--- src/rtl/p3c_pkg.sv ---
// Purpose: constants and state layout of the port 3 pin control block
// Assumes: AXI4-Lite with 32-bit data, 16-bit byte address
// Notes:   register index times four gives the byte address
package p3c_pkg;

  // ==========================================================================
  // register indices and byte addresses
  localparam int unsigned P3C_AW = 16;
  localparam logic [31:0] P3C_IDX_LATCH   = 32'hFFFF_F406;
  localparam logic [31:0] P3C_IDX_LATCH_H = 32'hFFFF_F407;
  localparam logic [31:0] P3C_IDX_DIR     = 32'hFFFF_F426;
  localparam logic [31:0] P3C_IDX_DIR_H   = 32'hFFFF_F427;
  localparam logic [31:0] P3C_IDX_FSEL    = 32'hFFFF_F446;
  localparam logic [31:0] P3C_IDX_FSEL_H  = 32'hFFFF_F447;
  localparam logic [31:0] P3C_IDX_TROLE   = 32'hFFFF_F466;
  localparam logic [31:0] P3C_IDX_OD      = 32'hFFFF_F468;
  localparam logic [31:0] P3C_IDX_PU      = 32'hFFFF_FC46;
  localparam logic [15:0] P3C_A_LATCH   = {P3C_IDX_LATCH[13:0], 2'b00};
  localparam logic [15:0] P3C_A_LATCH_H = {P3C_IDX_LATCH_H[13:0], 2'b00};
  localparam logic [15:0] P3C_A_DIR     = {P3C_IDX_DIR[13:0], 2'b00};
  localparam logic [15:0] P3C_A_DIR_H   = {P3C_IDX_DIR_H[13:0], 2'b00};
  localparam logic [15:0] P3C_A_FSEL    = {P3C_IDX_FSEL[13:0], 2'b00};
  localparam logic [15:0] P3C_A_FSEL_H  = {P3C_IDX_FSEL_H[13:0], 2'b00};
  localparam logic [15:0] P3C_A_TROLE   = {P3C_IDX_TROLE[13:0], 2'b00};
  localparam logic [15:0] P3C_A_OD      = {P3C_IDX_OD[13:0], 2'b00};
  localparam logic [15:0] P3C_A_PU      = {P3C_IDX_PU[13:0], 2'b00};

  // ==========================================================================
  // implemented bits, reset values, field positions
  localparam logic [15:0] P3C_IMPL_LARGE = 16'h03FF;
  localparam logic [15:0] P3C_IMPL_SMALL = 16'h033F;
  localparam logic [15:0] P3C_FSEL_MASK  = 16'h033F;
  localparam logic [7:0]  P3C_TROLE_MASK = 8'h28;
  localparam logic [7:0]  P3C_OD_MASK    = 8'h03;
  localparam logic [7:0]  P3C_PU_MASK    = 8'h3F;
  localparam logic [15:0] P3C_RST_LATCH  = 16'h0000;
  localparam logic [15:0] P3C_RST_DIR    = 16'hFFFF;
  localparam logic [15:0] P3C_RST_FSEL   = 16'h0000;
  localparam logic [7:0]  P3C_RST_8      = 8'h00;
  localparam int unsigned P3C_NPIN       = 10;
  localparam int unsigned P3C_TROLE_A    = 3;
  localparam int unsigned P3C_TROLE_C    = 5;
  localparam logic [1:0]  P3C_OKAY       = 2'b00;
  localparam logic [1:0]  P3C_SLVERR     = 2'b10;

  // ==========================================================================
  // whole state of the block
  typedef struct packed {
    logic [15:0]       latch;
    logic [15:0]       dir;
    logic [15:0]       fsel;
    logic [7:0]        trole;
    logic [7:0]        od;
    logic [7:0]        pu;
    logic              aw_held;
    logic [P3C_AW-1:0] aw_addr;
    logic              w_held;
    logic [31:0]       w_data;
    logic [3:0]        w_strb;
    logic              bvalid;
    logic [1:0]        bresp;
    logic              rvalid;
    logic [31:0]       rdata;
    logic [1:0]        rresp;
  } p3c_state_s;

endpackage

--- src/rtl/p3c_pin_cell.sv ---
// Purpose: output value and enable of one port 3 pin
// Assumes: alternate source chosen by the function select bit
// Notes:   open-drain drives only low; high is left to the pull-up
`timescale 1ns/100ps
module p3c_pin_cell (
  // port side
  input  wire logic latch,
  input  wire logic dir_in,
  input  wire logic od_port,
  // alternate side
  input  wire logic alt_sel,
  input  wire logic alt_drive,
  input  wire logic alt_val,
  input  wire logic od_alt,
  // pin
  output logic      pin_out,
  output logic      pin_oe
);

  logic val;
  logic en;
  logic od;

  // ==========================================================================
  // source selection and drive
  always_comb begin
    if (alt_sel) begin
      val = alt_val;
      en  = alt_drive;
      od  = od_alt;
    end else begin
      val = latch;
      en  = ~dir_in;
      od  = od_port;
    end
    pin_out = od ? 1'b0 : val;
    pin_oe  = en & (od ? ~val : 1'b1);
  end

endmodule

--- src/rtl/p3c_port_top.sv ---
// Purpose: port 3 pin control with AXI4-Lite register access
// Assumes: pin inputs synchronous to aclk; one write and one read at a time
// Notes:   LARGE_VARIANT selects pins 0-9, else pins 0-5, 8, 9
`timescale 1ns/100ps
// Function
// data register 16-bit, byte aliases allow bytes
// full and low alias lower, high next
// high alias bits map register bits 8-15
// input pin reads live level, writes latch
// output pin reads latch, drives written value
// implemented bits per variant, others constant
// direction resets ones, 0 output, 1 input
// function select chooses port or peripheral
// function select resets zero, high alias
// software keeps pins 6,7 select zero
// open-drain register for pins 8 and 9
// software sets latch, open-drain, then select
// timer role register resets zero, own address
// role bit 5: pin 5 capture or compare
// role bit 3: pin 3 capture or compare
// software writes zero to unused role bits
// pull-up register resets zero, bits 0-5
// alternate mode routes peripheral to pin
module p3c_port_top #(
  parameter bit LARGE_VARIANT = 1'b1
) (
  // clock and reset
  input  wire logic                       aclk,
  input  wire logic                       aresetn,
  // axi write address
  input  wire logic [p3c_pkg::P3C_AW-1:0] s_axi_awaddr,
  input  wire logic                       s_axi_awvalid,
  output logic                            s_axi_awready,
  // axi write data
  input  wire logic [31:0]                s_axi_wdata,
  input  wire logic [3:0]                 s_axi_wstrb,
  input  wire logic                       s_axi_wvalid,
  output logic                            s_axi_wready,
  // axi write response
  output logic [1:0]                      s_axi_bresp,
  output logic                            s_axi_bvalid,
  input  wire logic                       s_axi_bready,
  // axi read address
  input  wire logic [p3c_pkg::P3C_AW-1:0] s_axi_araddr,
  input  wire logic                       s_axi_arvalid,
  output logic                            s_axi_arready,
  // axi read data
  output logic [31:0]                     s_axi_rdata,
  output logic [1:0]                      s_axi_rresp,
  output logic                            s_axi_rvalid,
  input  wire logic                       s_axi_rready,
  // pins
  input  wire logic [9:0]                 pin_in,
  output logic      [9:0]                 pin_out,
  output logic      [9:0]                 pin_oe,
  output logic      [5:0]                 pullup_en,
  // peripheral outputs toward the pins
  input  wire logic                       uart_transmit_out,
  input  wire logic                       timer_compare_out_a,
  input  wire logic                       timer_compare_out_c,
  input  wire logic                       twowire_data_line_drive,
  input  wire logic                       twowire_clock_line_drive,
  // pin levels toward the peripherals
  output logic                            uart_receive_in,
  output logic                            uart_serial_clock_in,
  output logic                            timer_capture_in_a,
  output logic                            timer_capture_in_b,
  output logic                            timer_capture_in_c,
  output logic                            twowire_data_line_in,
  output logic                            twowire_clock_line_in
);

  // ==========================================================================
  // parameter check
  if (LARGE_VARIANT !== 1'b0 && LARGE_VARIANT !== 1'b1) begin : g_bad_variant
    $error("LARGE_VARIANT must be 0 or 1");
  end

  localparam logic [15:0] IMPL = LARGE_VARIANT ? p3c_pkg::P3C_IMPL_LARGE
                                               : p3c_pkg::P3C_IMPL_SMALL;

  p3c_pkg::p3c_state_s s_ff;
  p3c_pkg::p3c_state_s nxt_s;

  // ==========================================================================
  // helpers
  function automatic logic [15:0] wr16(input logic [15:0] old, input logic [15:0] d,
                                       input logic [1:0] sel, input logic [15:0] mask);
    logic [15:0] m;
    m = mask & {{8{sel[1]}}, {8{sel[0]}}};
    wr16 = (old & ~m) | (d & m);
  endfunction

  function automatic logic [7:0] wr8(input logic [7:0] old, input logic [7:0] d,
                                     input logic en, input logic [7:0] mask);
    logic [7:0] m;
    m = en ? mask : 8'h00;
    wr8 = (old & ~m) | (d & m);
  endfunction

  localparam int unsigned P3C_AWL = p3c_pkg::P3C_AW;

  logic [15:0] pin_in_w;
  assign pin_in_w = {6'h00, pin_in};

  logic [15:0] data_view;
  logic [15:0] dir_view;
  logic [15:0] fsel_view;

  always_comb begin
    data_view = ((s_ff.dir & pin_in_w) | (~s_ff.dir & s_ff.latch)) & IMPL;
    dir_view  = s_ff.dir | ~IMPL;
    fsel_view = s_ff.fsel & p3c_pkg::P3C_FSEL_MASK & IMPL;
  end

  // ==========================================================================
  // handshakes
  assign s_axi_awready = ~s_ff.aw_held & ~s_ff.bvalid;
  assign s_axi_wready  = ~s_ff.w_held & ~s_ff.bvalid;
  assign s_axi_arready = ~s_ff.rvalid;
  assign s_axi_bvalid  = s_ff.bvalid;
  assign s_axi_bresp   = s_ff.bresp;
  assign s_axi_rvalid  = s_ff.rvalid;
  assign s_axi_rdata   = s_ff.rdata;
  assign s_axi_rresp   = s_ff.rresp;

  // ==========================================================================
  // next state
  always_comb begin
    logic [15:0] d16;
    logic [15:0] dh;
    logic [1:0]  sel;
    logic [1:0]  selh;
    logic        ok16;
    logic [P3C_AWL-1:0] ra;
    nxt_s = s_ff;
    d16   = s_axi_wdata[15:0];
    dh    = 16'h0000;
    sel   = 2'b00;
    selh  = 2'b00;
    ok16  = 1'b0;
    ra    = s_axi_araddr;
    if (s_ff.bvalid && s_axi_bready) begin
      nxt_s.bvalid = 1'b0;
    end
    if (s_axi_awvalid && s_axi_awready) begin
      nxt_s.aw_held = 1'b1;
      nxt_s.aw_addr = s_axi_awaddr;
    end
    if (s_axi_wvalid && s_axi_wready) begin
      nxt_s.w_held = 1'b1;
      nxt_s.w_data = s_axi_wdata;
      nxt_s.w_strb = s_axi_wstrb;
    end
    if (s_ff.aw_held && s_ff.w_held && !s_ff.bvalid) begin
      d16  = s_ff.w_data[15:0];
      dh   = {s_ff.w_data[7:0], 8'h00};
      sel  = s_ff.w_strb[1:0];
      selh = {s_ff.w_strb[0], 1'b0};
      ok16 = (sel != 2'b10);
      nxt_s.aw_held = 1'b0;
      nxt_s.w_held  = 1'b0;
      nxt_s.bvalid  = 1'b1;
      nxt_s.bresp   = p3c_pkg::P3C_OKAY;
      if (s_ff.aw_addr == p3c_pkg::P3C_A_LATCH && ok16) begin
        nxt_s.latch = wr16(s_ff.latch, d16, sel, IMPL);
      end else if (s_ff.aw_addr == p3c_pkg::P3C_A_LATCH_H) begin
        nxt_s.latch = wr16(s_ff.latch, dh, selh, IMPL);
      end else if (s_ff.aw_addr == p3c_pkg::P3C_A_DIR && ok16) begin
        nxt_s.dir = wr16(s_ff.dir, d16, sel, IMPL);
      end else if (s_ff.aw_addr == p3c_pkg::P3C_A_DIR_H) begin
        nxt_s.dir = wr16(s_ff.dir, dh, selh, IMPL);
      end else if (s_ff.aw_addr == p3c_pkg::P3C_A_FSEL && ok16) begin
        nxt_s.fsel = wr16(s_ff.fsel, d16, sel, p3c_pkg::P3C_FSEL_MASK & IMPL);
      end else if (s_ff.aw_addr == p3c_pkg::P3C_A_FSEL_H) begin
        nxt_s.fsel = wr16(s_ff.fsel, dh, selh, p3c_pkg::P3C_FSEL_MASK & IMPL);
      end else if (s_ff.aw_addr == p3c_pkg::P3C_A_TROLE) begin
        nxt_s.trole = wr8(s_ff.trole, s_ff.w_data[7:0], s_ff.w_strb[0],
                          p3c_pkg::P3C_TROLE_MASK);
      end else if (s_ff.aw_addr == p3c_pkg::P3C_A_OD) begin
        nxt_s.od = wr8(s_ff.od, s_ff.w_data[7:0], s_ff.w_strb[0],
                       p3c_pkg::P3C_OD_MASK);
      end else if (s_ff.aw_addr == p3c_pkg::P3C_A_PU) begin
        nxt_s.pu = wr8(s_ff.pu, s_ff.w_data[7:0], s_ff.w_strb[0],
                       p3c_pkg::P3C_PU_MASK);
      end else begin
        nxt_s.bresp = p3c_pkg::P3C_SLVERR;
      end
    end
    if (s_ff.rvalid && s_axi_rready) begin
      nxt_s.rvalid = 1'b0;
    end
    if (s_axi_arvalid && s_axi_arready) begin
      nxt_s.rvalid = 1'b1;
      nxt_s.rresp  = p3c_pkg::P3C_OKAY;
      nxt_s.rdata  = 32'h0000_0000;
      if (ra == p3c_pkg::P3C_A_LATCH) begin
        nxt_s.rdata = {16'h0000, data_view};
      end else if (ra == p3c_pkg::P3C_A_LATCH_H) begin
        nxt_s.rdata = {24'h00_0000, data_view[15:8]};
      end else if (ra == p3c_pkg::P3C_A_DIR) begin
        nxt_s.rdata = {16'h0000, dir_view};
      end else if (ra == p3c_pkg::P3C_A_DIR_H) begin
        nxt_s.rdata = {24'h00_0000, dir_view[15:8]};
      end else if (ra == p3c_pkg::P3C_A_FSEL) begin
        nxt_s.rdata = {16'h0000, fsel_view};
      end else if (ra == p3c_pkg::P3C_A_FSEL_H) begin
        nxt_s.rdata = {24'h00_0000, fsel_view[15:8]};
      end else if (ra == p3c_pkg::P3C_A_TROLE) begin
        nxt_s.rdata = {24'h00_0000, s_ff.trole};
      end else if (ra == p3c_pkg::P3C_A_OD) begin
        nxt_s.rdata = {24'h00_0000, s_ff.od};
      end else if (ra == p3c_pkg::P3C_A_PU) begin
        nxt_s.rdata = {24'h00_0000, s_ff.pu};
      end else begin
        nxt_s.rresp = p3c_pkg::P3C_SLVERR;
      end
    end
  end

  // ==========================================================================
  // state register
  always_ff @(posedge aclk) begin
    if (!aresetn) begin
      s_ff       <= '0;
      s_ff.latch <= p3c_pkg::P3C_RST_LATCH;
      s_ff.dir   <= p3c_pkg::P3C_RST_DIR;
      s_ff.fsel  <= p3c_pkg::P3C_RST_FSEL;
      s_ff.trole <= p3c_pkg::P3C_RST_8;
      s_ff.od    <= p3c_pkg::P3C_RST_8;
      s_ff.pu    <= p3c_pkg::P3C_RST_8;
    end else begin
      s_ff <= nxt_s;
    end
  end

  // ==========================================================================
  // per-pin alternate routing
  logic [9:0] alt_drive;
  logic [9:0] alt_val;
  logic [9:0] od_port;
  logic [9:0] od_alt;

  always_comb begin
    alt_drive = 10'h000;
    alt_val   = 10'h3FF;
    od_port   = 10'h000;
    od_alt    = 10'h000;
    alt_drive[0] = 1'b1;
    alt_val[0]   = uart_transmit_out;
    alt_drive[3] = s_ff.trole[p3c_pkg::P3C_TROLE_A];
    alt_val[3]   = timer_compare_out_a;
    alt_drive[5] = s_ff.trole[p3c_pkg::P3C_TROLE_C];
    alt_val[5]   = timer_compare_out_c;
    alt_drive[8] = 1'b1;
    alt_val[8]   = twowire_data_line_drive;
    alt_drive[9] = 1'b1;
    alt_val[9]   = twowire_clock_line_drive;
    od_port[6]   = LARGE_VARIANT;
    od_port[7]   = LARGE_VARIANT;
    od_port[8]   = ~s_ff.od[0];
    od_port[9]   = ~s_ff.od[1];
    od_alt[8]    = s_ff.od[0];
    od_alt[9]    = s_ff.od[1];
  end

  for (genvar i = 0; i < p3c_pkg::P3C_NPIN; i++) begin : g_pin
    p3c_pin_cell u_cell (
      .latch     (s_ff.latch[i] & IMPL[i]),
      .dir_in    (dir_view[i]),
      .od_port   (od_port[i]),
      .alt_sel   (fsel_view[i]),
      .alt_drive (alt_drive[i]),
      .alt_val   (alt_val[i]),
      .od_alt    (od_alt[i]),
      .pin_out   (pin_out[i]),
      .pin_oe    (pin_oe[i])
    );
  end

  // ==========================================================================
  // pin levels to peripherals, idle high when not selected
  always_comb begin
    uart_receive_in       = fsel_view[1] ? pin_in[1] : 1'b1;
    uart_serial_clock_in  = fsel_view[2] ? pin_in[2] : 1'b1;
    timer_capture_in_a    = (fsel_view[3] & ~s_ff.trole[p3c_pkg::P3C_TROLE_A])
                            ? pin_in[3] : 1'b1;
    timer_capture_in_b    = fsel_view[4] ? pin_in[4] : 1'b1;
    timer_capture_in_c    = (fsel_view[5] & ~s_ff.trole[p3c_pkg::P3C_TROLE_C])
                            ? pin_in[5] : 1'b1;
    twowire_data_line_in  = fsel_view[8] ? pin_in[8] : 1'b1;
    twowire_clock_line_in = fsel_view[9] ? pin_in[9] : 1'b1;
    pullup_en             = s_ff.pu[5:0];
  end

endmodule

--- config.mk ---
export PLATFORM = sky130hd
export DESIGN_NAME = p3c_port_top
export DESIGN_NICKNAME = d
export VERILOG_FILES = /design/src/rtl/p3c_pkg.sv /design/src/rtl/p3c_pin_cell.sv /design/src/rtl/p3c_port_top.sv
export SDC_FILE = /design/constraint.sdc
export NUM_CORES = 1
export LEC_CHECK = 0
export ABC_AREA = 1
export BUFFER_PORTS_ARGS = -buffer_cell sky130_fd_sc_hd__clkbuf_2
export CAP_MARGIN = 20
export CORE_AREA = 2 2 107 109
export CTS_BUF_LIST = sky130_fd_sc_hd__clkbuf_16
export CTS_CLUSTER_SIZE = 12
export DETAILED_ROUTE_END_ITERATION = 8
export DIE_AREA = 0 0 109 111
export PLACE_DENSITY = 0.72
export REMOVE_ABC_BUFFERS = 1
export SLEW_MARGIN = 40
export SYNTH_ARGS = -nofsm -noshare
export SYNTH_HDL_FRONTEND = slang
export SYNTH_SLANG_ARGS = --single-unit
--- constraint.sdc ---
create_clock -name aclk -period 3.3 [get_ports aclk]
set_clock_uncertainty 0.15 [all_clocks]
set_input_delay 0.33 -clock aclk [delete_from_list [all_inputs] [get_ports aclk]]
set_output_delay 0.33 -clock aclk [all_outputs]
set_load 0.01 [all_outputs]
======== After elaboration in Yosys (flattened, before gate mapping) ========
Cells that the tools add are included.
storage, ports and cells
  register bits after elaboration ......... 146
  input port bits ......................... 90
  output and inout bits ................... 74
  logic and storage cells ................. 200
cells by class
  eq/ne operators ......................... 19
  mux-type cells .......................... 69
  bitwise logic cells ..................... 73
  reductions and logical operators ........ 23
operators with widths
  kind                                         number
  equality test 16 bit, second input constant  18
  two-way mux 16 bit                           8
  bitwise AND 16 bit                           6
  OR 16 bit                                    6
  bitwise AND 16 x 10 -> 16 bit                3
  NOT 10 -> 16 bit                             3
  two-way mux 2 bit                            19
  two-way mux 35 bit                           1
  two-way mux 32 bit                           1
  two-way mux 8 bit                            4
  two-way mux 1 bit                            31
  NOT 1 bit                                    31
  bitwise AND 8 bit                            3
  OR 8 bit                                     3
  bitwise AND 10 bit                           2
  two-way mux 10 bit                           2
  bitwise AND 8 x 6 -> 8 bit                   2
  NOT 6 -> 8 bit                               2
  two-way mux 6 bit                            2
  logical AND 1 bit                            10
  NOT 10 bit                                   1
  OR 10 bit                                    1
  AND reduction 10 bit                         1
  nonzero test 2 bit                           5
  other kinds (12)                             19

======== Depth between registers and ports, before layout ========
Gate-level depths: netlist of the first run.
  depth after elaboration ................. 11
  gate-level depth with buffers ........... 14
  gate-level depth less buffers ........... 14

======== Cells and area by module ========
Synthesis of the first run repeated with hierarchy kept, for this count alone.
second synthesis, totals
  cells, all modules ...................... 767
  area total of the unflattened synthesis .. 5006.1 µm²
by module, submodules not included
  module        instances  cells an instance  area an instance (µm²)  seq. area each (µm²)
  p3c_port_top  1          637                4493.1                  1661.6
  p3c_pin_cell  10         13                 51.3                    0.0

======== Worst setup path after synthesis of the first run ========
No wires, ideal clock.
  path kind ............................... register to register
  from .................................... register s_ff[80] in the netlist's numbering
  to ...................................... register s_ff (netlist bit dir_view[1])
  setup time .............................. 0.119 ns
  arrival time ............................ 1.371 ns
  required time ........................... 3.031 ns
  path slack .............................. 1.659 ns
  stages on the path, launching flop included .. 14
  path buffers ............................ 0
  clock period less this slack ............ 1.641 ns
  cells stage by stage .................... dfxtp_1 > inv_1 > nand2_1 > inv_2 > nand2_2 > inv_1 > nand2_2 > nor2_1 > nor2_2 > nand2_1 > nor2_4 > nand2_4 > a21oi_1 > o21ai_1
between the ends
  word-level cells in the longest chain between the ends .. 4
  elaborated cells between the ends (all ways) .. 11
  those cells by class .................... 4 x eq/ne; 1 x mux; 2 x bitwise; 4 x reduce/logical
RTL lines
  item                                                       line                                      source
  start: declaration                                         p3c_port_top.sv:82                        p3c_pkg::p3c_state_s s_ff;
  start signal: assignment                                   p3c_port_top.sv:233                       s_ff <= nxt_s;
  equality test 16 bit (on tied branches)                    p3c_port_top.sv:169, p3c_port_top.sv:165
  logical AND 1 bit (on tied branches)                       p3c_port_top.sv:169, p3c_port_top.sv:165
  nonzero test 2 bit (no line) or NOT 1 bit (tied branches)  n/a
  AND reduction 4 bit (no line)                              n/a
Parallel ways exist; a longest one is shown, timed or not.
A chain may end at the register's enable or synchronous reset.

==> flow_summary.toml, run 1 <==
[die]
fp.dieH_um = 111
die_area_um2 = 12100
die_w_um = 109
io_pins = 164
start_util = 0.4375
rows = 39
coreArea_um2 = 11080

[timing]
finalMaxSlewViolations = 0
final.period_utilization = 0.6618
fin_tns_setup_ns = 0
finalCriticalPeriod_ns = 2.184
fmax_ghz = 0.4579
slew_headroom = 0.4925
grt_setup_unrepaired = "false"
setup_viol = 0
finalHoldViolCount = 0
worstMarginPinSlew_ns = 0.7565

[worst_setup_path]
r2r-end = "dir_view[1]"
cp-end-kind = "output pin"
r2r_start = "s_ff[39]"
regToRegSetupSlack_ns = 1.40
reg2regPathDepth = 9
crit_arrival_ns = 1.70
start_kind = "flop"
cp.required_ns = 2.82
cp_max_fo = 5
critPathKind = "flop to output pin"

[power]
leakagePower_nw = 2.618
peakVddDrop_mv = 0.3004
total_power_mw = 2.498
power.density_nw_per_um2 = 452.5

[drt]
wl_met2_mm = 5.653
via_per_inst = 4.920
top_layer = "met4"
ant_nets = 0
firstDrtPassIters = 6
wl_per_cell_um = 12.92
drt_drc_violations_left = 0
drtIter0Drc = 318
route.met3.wl_um = 938
drt-total-wl_mm = 12.11
met1_length_mm = 5.327
vias = 4610

[yosys]
synth.largest_area_cell = "dfxtp_1"
netlist_instances = 716
synth_area_leaders = "dfxtp_1, buf_4, nand2_1"
yosysWarningCount = 0
synth_most_common_cell = "nand2_1"
synth_seq_area_share = 0.3429
syn_area_um2 = 4846
synth.avg_cell_area_um2 = 6.768
ys_types = 43
ys_ff_latch = 83
yosys_most_used_dff = "dfxtp_1"
synthTopCellsByCount = "nand2_1, inv_1, dfxtp_1"
ys_async_sr_fraction = 0
synth_top_cell_area_share = 0.3429
synth-edff-count = 0

[clock_tree]
cts_max_level = 3
clock_sinks = 83
cts_tree = "done"
cts_made_buffers = 9
clock_latency_ns = 0.35
clk_pin_slew_ns = 0.07
ctsHoldBuffers = 0
postCtsResizedCells = 0
cts_setup_buffers = 0
cts.path.max_buffers = 2
ctsRootBufferMaster = "clkbuf_16"

[place]
io_buffers = 119
dpl.hpwl_mm = 9.248
dpl.cell_count = 921
dpl_cell_area_um2 = 5181
place_congestion = 0.8714

[final_layout]
seq_area_um2 = 1662
multi_input_area_um2 = 2361
stdcell_count = 937
fin_util = 0.4985
fillers = 1137
final_net_count = 879
layout-drive-gt1-share = 0.2355
n_antenna_cell = 0
area_growth_syn_to_layout_pct = 13.94
design_area_um2 = 5522

[hold_path]
min_path_cells = 4
worstHoldStart = "s_axi_bready"
holdCritPathClass = "input port to flop"
whs_endpoint = "s_axi_bvalid"

[grt]
track_usage = 0.2112
first_global_vias = 4263
grt_max_degree = 61
grt_first_pass_wirelength_mm = 20.15
grt-ovfl-total = 0
grt_antenna_before_repair = 0

[outcome]
status = "complete, no violations"

[flow_run]
cap_violations = 0
==> routing by layer <==
layer	vias up	track usage
met5	-	0
met4	0	0.05726
met3	15	0.05232
met2	174	0.3470
met1	2039	0.2734
li1	2382	-
==> where the power goes <==
| group | leakage (nW) | total, mW | internal [mW] | switching (mW) |
|---|---|---|---|---|
| clock network | 0.169 | 1.16 | 0.739 | 0.417 |
| logic | 1.77 | 0.260 | 0.0908 | 0.169 |
| registers | 0.678 | 1.08 | 1.05 | 0.0325 |
| total | 2.62 | 2.50 | 1.88 | 0.619 |
==> final cells by class <==
class                      instances  share of cell area
clock buffer                       9             0.04079
clock inverter                     7             0.02085
inverter                          97             0.06685
multi-input combinational        477              0.4276
sequential                        83              0.3009
tap                              143             0.03240
timing repair buffer             121              0.1106
==> metrics by stage <==
step,setup slack (ns),hold WS (ns)
2_1_floorplan,1.491,0.2600
3_5_place_dp,1.277,0.3116
6_report,1.116,0.08088
4_1_cts,1.100,0.08194
5_1_grt,1.007,0.09838
3_3_place_gp,1.290,0.3035
==> cells in the final DEF (no fill, tap or decap), types with 9 or more instances in the layout <==
cell type | netlist | routed
a21oi_1 | 54 | 54
dfxtp_1 | 83 | 83
conb_1 | 1 | 20
clkbuf_2 | 0 | 119
o21ai_0 | 81 | 81
nand3_1 | 30 | 30
nand2_1 | 124 | 124
nor2_1 | 82 | 82
clkbuf_16 | 0 | 9
inv_1 | 86 | 86
==> worst max-delay path by stage <==
stage | start | to | slack, ns | cells after the start
6_report | flop | pin_oe[8] | 1.12 | 6
5_1_grt | flop | pin_oe[9] | 1.01 | 6
4_1_cts | flop | pin_oe[9] | 1.10 | 6
3_5_place_dp | s_axi_araddr[1] | s_axi_rdata[0] | 1.28 | 10
3_3_place_gp | s_axi_araddr[1] | s_axi_rdata[1] | 1.29 | 11
2_1_floorplan | s_ff[38] | dir_view[0] | 1.49 | 7
==> critical path, stage by stage, from the launching register on <==
cell and delay [ns]:
dfxtp_1 0.44, inv_1 0.12, or2_2 0.29, o21ai_0 0.12, inv_1 0.07, a22oi_1 0.14, clkbuf_2 0.17
==> cell families (layout without fill, tap and decap cells) <==
kind of cell | after synthesis | in the layout | share of synthesized area
and+or+nand+nor | 285 | 285 | 0.2758
DFF | 83 | 83 | 0.3429
buffers and inverters | 175 | 234 | 0.1846
xor gates and xnor gates | 2 | 2 | 0.003615
other | 1 | 20 | 0.0007739
AOI/OAI and AO/OA | 170 | 170 | 0.1924
No activity file was read; power rests on OpenSTA's default activity.
==> inputs of run 2 (changes only) <==
--- a/config.mk
+++ b/config.mk
@@ -13,7 +13,7 @@
 export CTS_CLUSTER_SIZE = 12
 export DETAILED_ROUTE_END_ITERATION = 8
 export DIE_AREA = 0 0 109 111
-export PLACE_DENSITY = 0.72
+export PLACE_DENSITY = 0.75
 export REMOVE_ABC_BUFFERS = 1
 export SLEW_MARGIN = 40
 export SYNTH_ARGS = -nofsm -noshare
==> constraint.sdc (replaced) <==
create_clock -name aclk -period 1.9 [get_ports aclk]
set_clock_uncertainty 0.15 [all_clocks]
set_input_delay 0.19 -clock aclk [delete_from_list [all_inputs] [get_ports aclk]]
set_output_delay 0.19 -clock aclk [all_outputs]
set_load 0.01 [all_outputs]
==> run 2 against run 1 <==
Design area increased by 9.4%. Die area did not move. Critical path type is now flop to flop. Setup slack lost 1.1 ns. Critical endpoint is now s_ff[150]. Highest routed layer unchanged.
==> flow_summary.toml, run 2 (synthesized netlist as in run 1, its figures left out) <==
[final_layout]
fillers = 1056
multi_input_area_um2 = 2447
layout-drive-gt1-share = 0.2781
stdcell_count = 988
seq_area_um2 = 1665
mostFrequentLayoutCells = "nand2_1, clkbuf_2, inv_1, dfxtp_1, o21ai_0"
final_net_count = 930
layout_commonest_cell = "nand2_1"
n_antenna_cell = 0
area_growth_syn_to_layout_pct = 24.66

[die]
die_area_um2 = 12100
die_w_um = 109
rows = 39
io_pins = 164
fp.dieH_um = 111
start_util = 0.4375
coreArea_um2 = 11080

[power]
power.density_nw_per_um2 = 714.0
leakagePower_nw = 2.868
peakVddDrop_mv = 0.4232
total_power_mw = 4.313

[drt]
vias = 4878
via_per_inst = 4.937
drtIter0Drc = 315
ant_nets = 0
wl_per_cell_um = 12.95
drt-total-wl_mm = 12.79
firstDrtPassIters = 5
drt_drc_violations_left = 0

[timing]
slew_headroom = 0.6172
final.period_utilization = 0.9999
fmax_ghz = 0.5264
hold_ws_ns = 0.0009351
setup_viol = 0
setup_ws_ns = 0.0002791
grt_setup_unrepaired = "true"
worstMarginPinSlew_ns = 0.5729
finalCriticalPeriod_ns = 1.900
finalMaxSlewViolations = 0
finalHoldViolCount = 0

[grt]
grt_antenna_before_repair = 0
first_global_vias = 4291
grt-ovfl-total = 0
grt_max_degree = 23
track_usage = 0.2093
grt_first_pass_wirelength_mm = 20.15

[place]
dpl.hpwl_mm = 9.502
place_congestion = 0.8796
dpl.cell_count = 940
io_buffers = 119
pre_cts_slack_ns = 0.07296

[worst_setup_path]
start_kind = "flop"
cp_max_fo = 8
crit_arrival_ns = 2.03
critPathKind = "flop to flop"
cp.required_ns = 2.03
cp_cell_sequence = "inv_2 > nand2_2 > nor2_2 > inv_2 > nor2_4 > nand2_4 > nor2_4 > inv_4 > nor2_4 > nand3_2 > a21oi_2"
critical_path.slowest_cell = "dfxtp_2"
critPathMaxStageDelay_ns = 0.33
cp-end-kind = "flop"
cpMostUsedCell = "nor2_4"

[clock_tree]
cts.path.max_buffers = 2
clock_latency_ns = 0.34
cts_made_buffers = 9
clk_pin_slew_ns = 0.06
cts_max_level = 3
clock_sinks = 83
cts_tree = "done"
ctsRootBufferMaster = "clkbuf_16"

[flow_run]
cap_violations = 0

[outcome]
status = "complete, no violations"

[hold_path]
holdCritPathClass = "input port to flop"
-- run 2: cell count changes in the layout (fill, tap and decap cells not counted), moves of 4 or more --
cell,before,now
buf_4,2,28
nor2_2,8,12
nor2_1,82,77
dlygate4sd3_1,0,24
-- run 2: metal layers --
layer,wire (um),track usage
met5,0,0
met4,273,0.07350
met3,892,0.03939
met2,5954,0.3387
met1,5671,0.2761
-- run 2: final cells by class --
cell class,count,area share
Tap cell,143,0.02962
Multi-Input combinational cell,477,0.4051
Timing Repair Buffer,172,0.1750
Sequential cell,83,0.2757
Inverter,97,0.06234
Clock buffer,9,0.03728
Clock inverter,7,0.01491
-- run 2: final timing paths --
| check | from | to | slack (ns) | cells past startpoint |
|---|---|---|---|---|
| setup / recovery | s_ff[88] | s_ff[150] | 0.0003 | 11 |
| setup reg to reg | s_ff[88] | s_ff[150] | 0.0003 | 11 |
| hold / removal | s_axi_wdata[2] | s_ff[44] | 0.0009 | 3 |
| hold reg to reg | s_ff[148] | s_ff[148] | 0.32 | 2 |
-- run 2: through the flow --
stage | area, um2 | util | TNS [ns]
floorplan | 4392 | - | 0
global placement | 5324 | 0.4806 | 0
detailed placement | 5324 | 0.4806 | 0
CTS | 5879 | 0.5308 | 0
global route | 6041 | 0.5454 | -0.7282
finish | 6041 | 0.5454 | 0
-- run 2: power breakdown --
| group | switching [mW] | internal [mW] |
|---|---|---|
| registers | 0.0591 | 1.82 |
| clock network | 0.737 | 1.15 |
| logic | 0.322 | 0.221 |
| total | 1.12 | 3.19 |
-- run 2: critical path, delay by kind of cell (launching register included) --
family          cells  cell delay, ns
compound gates      1            0.15
buf+inv             3            0.19
simple gates        7            1.03
flops               1            0.33
-- run 2: timing repair --
| action | in CTS | in global routing |
|---|---|---|
| hold buffers | 24 | 0 |
| setup buffers | 0 | 8 |
| resized for setup | 0 | 35 |
| endpoints found under the setup margin | 0 | 27 |
| endpoints found under the hold margin | 24 | 0 |
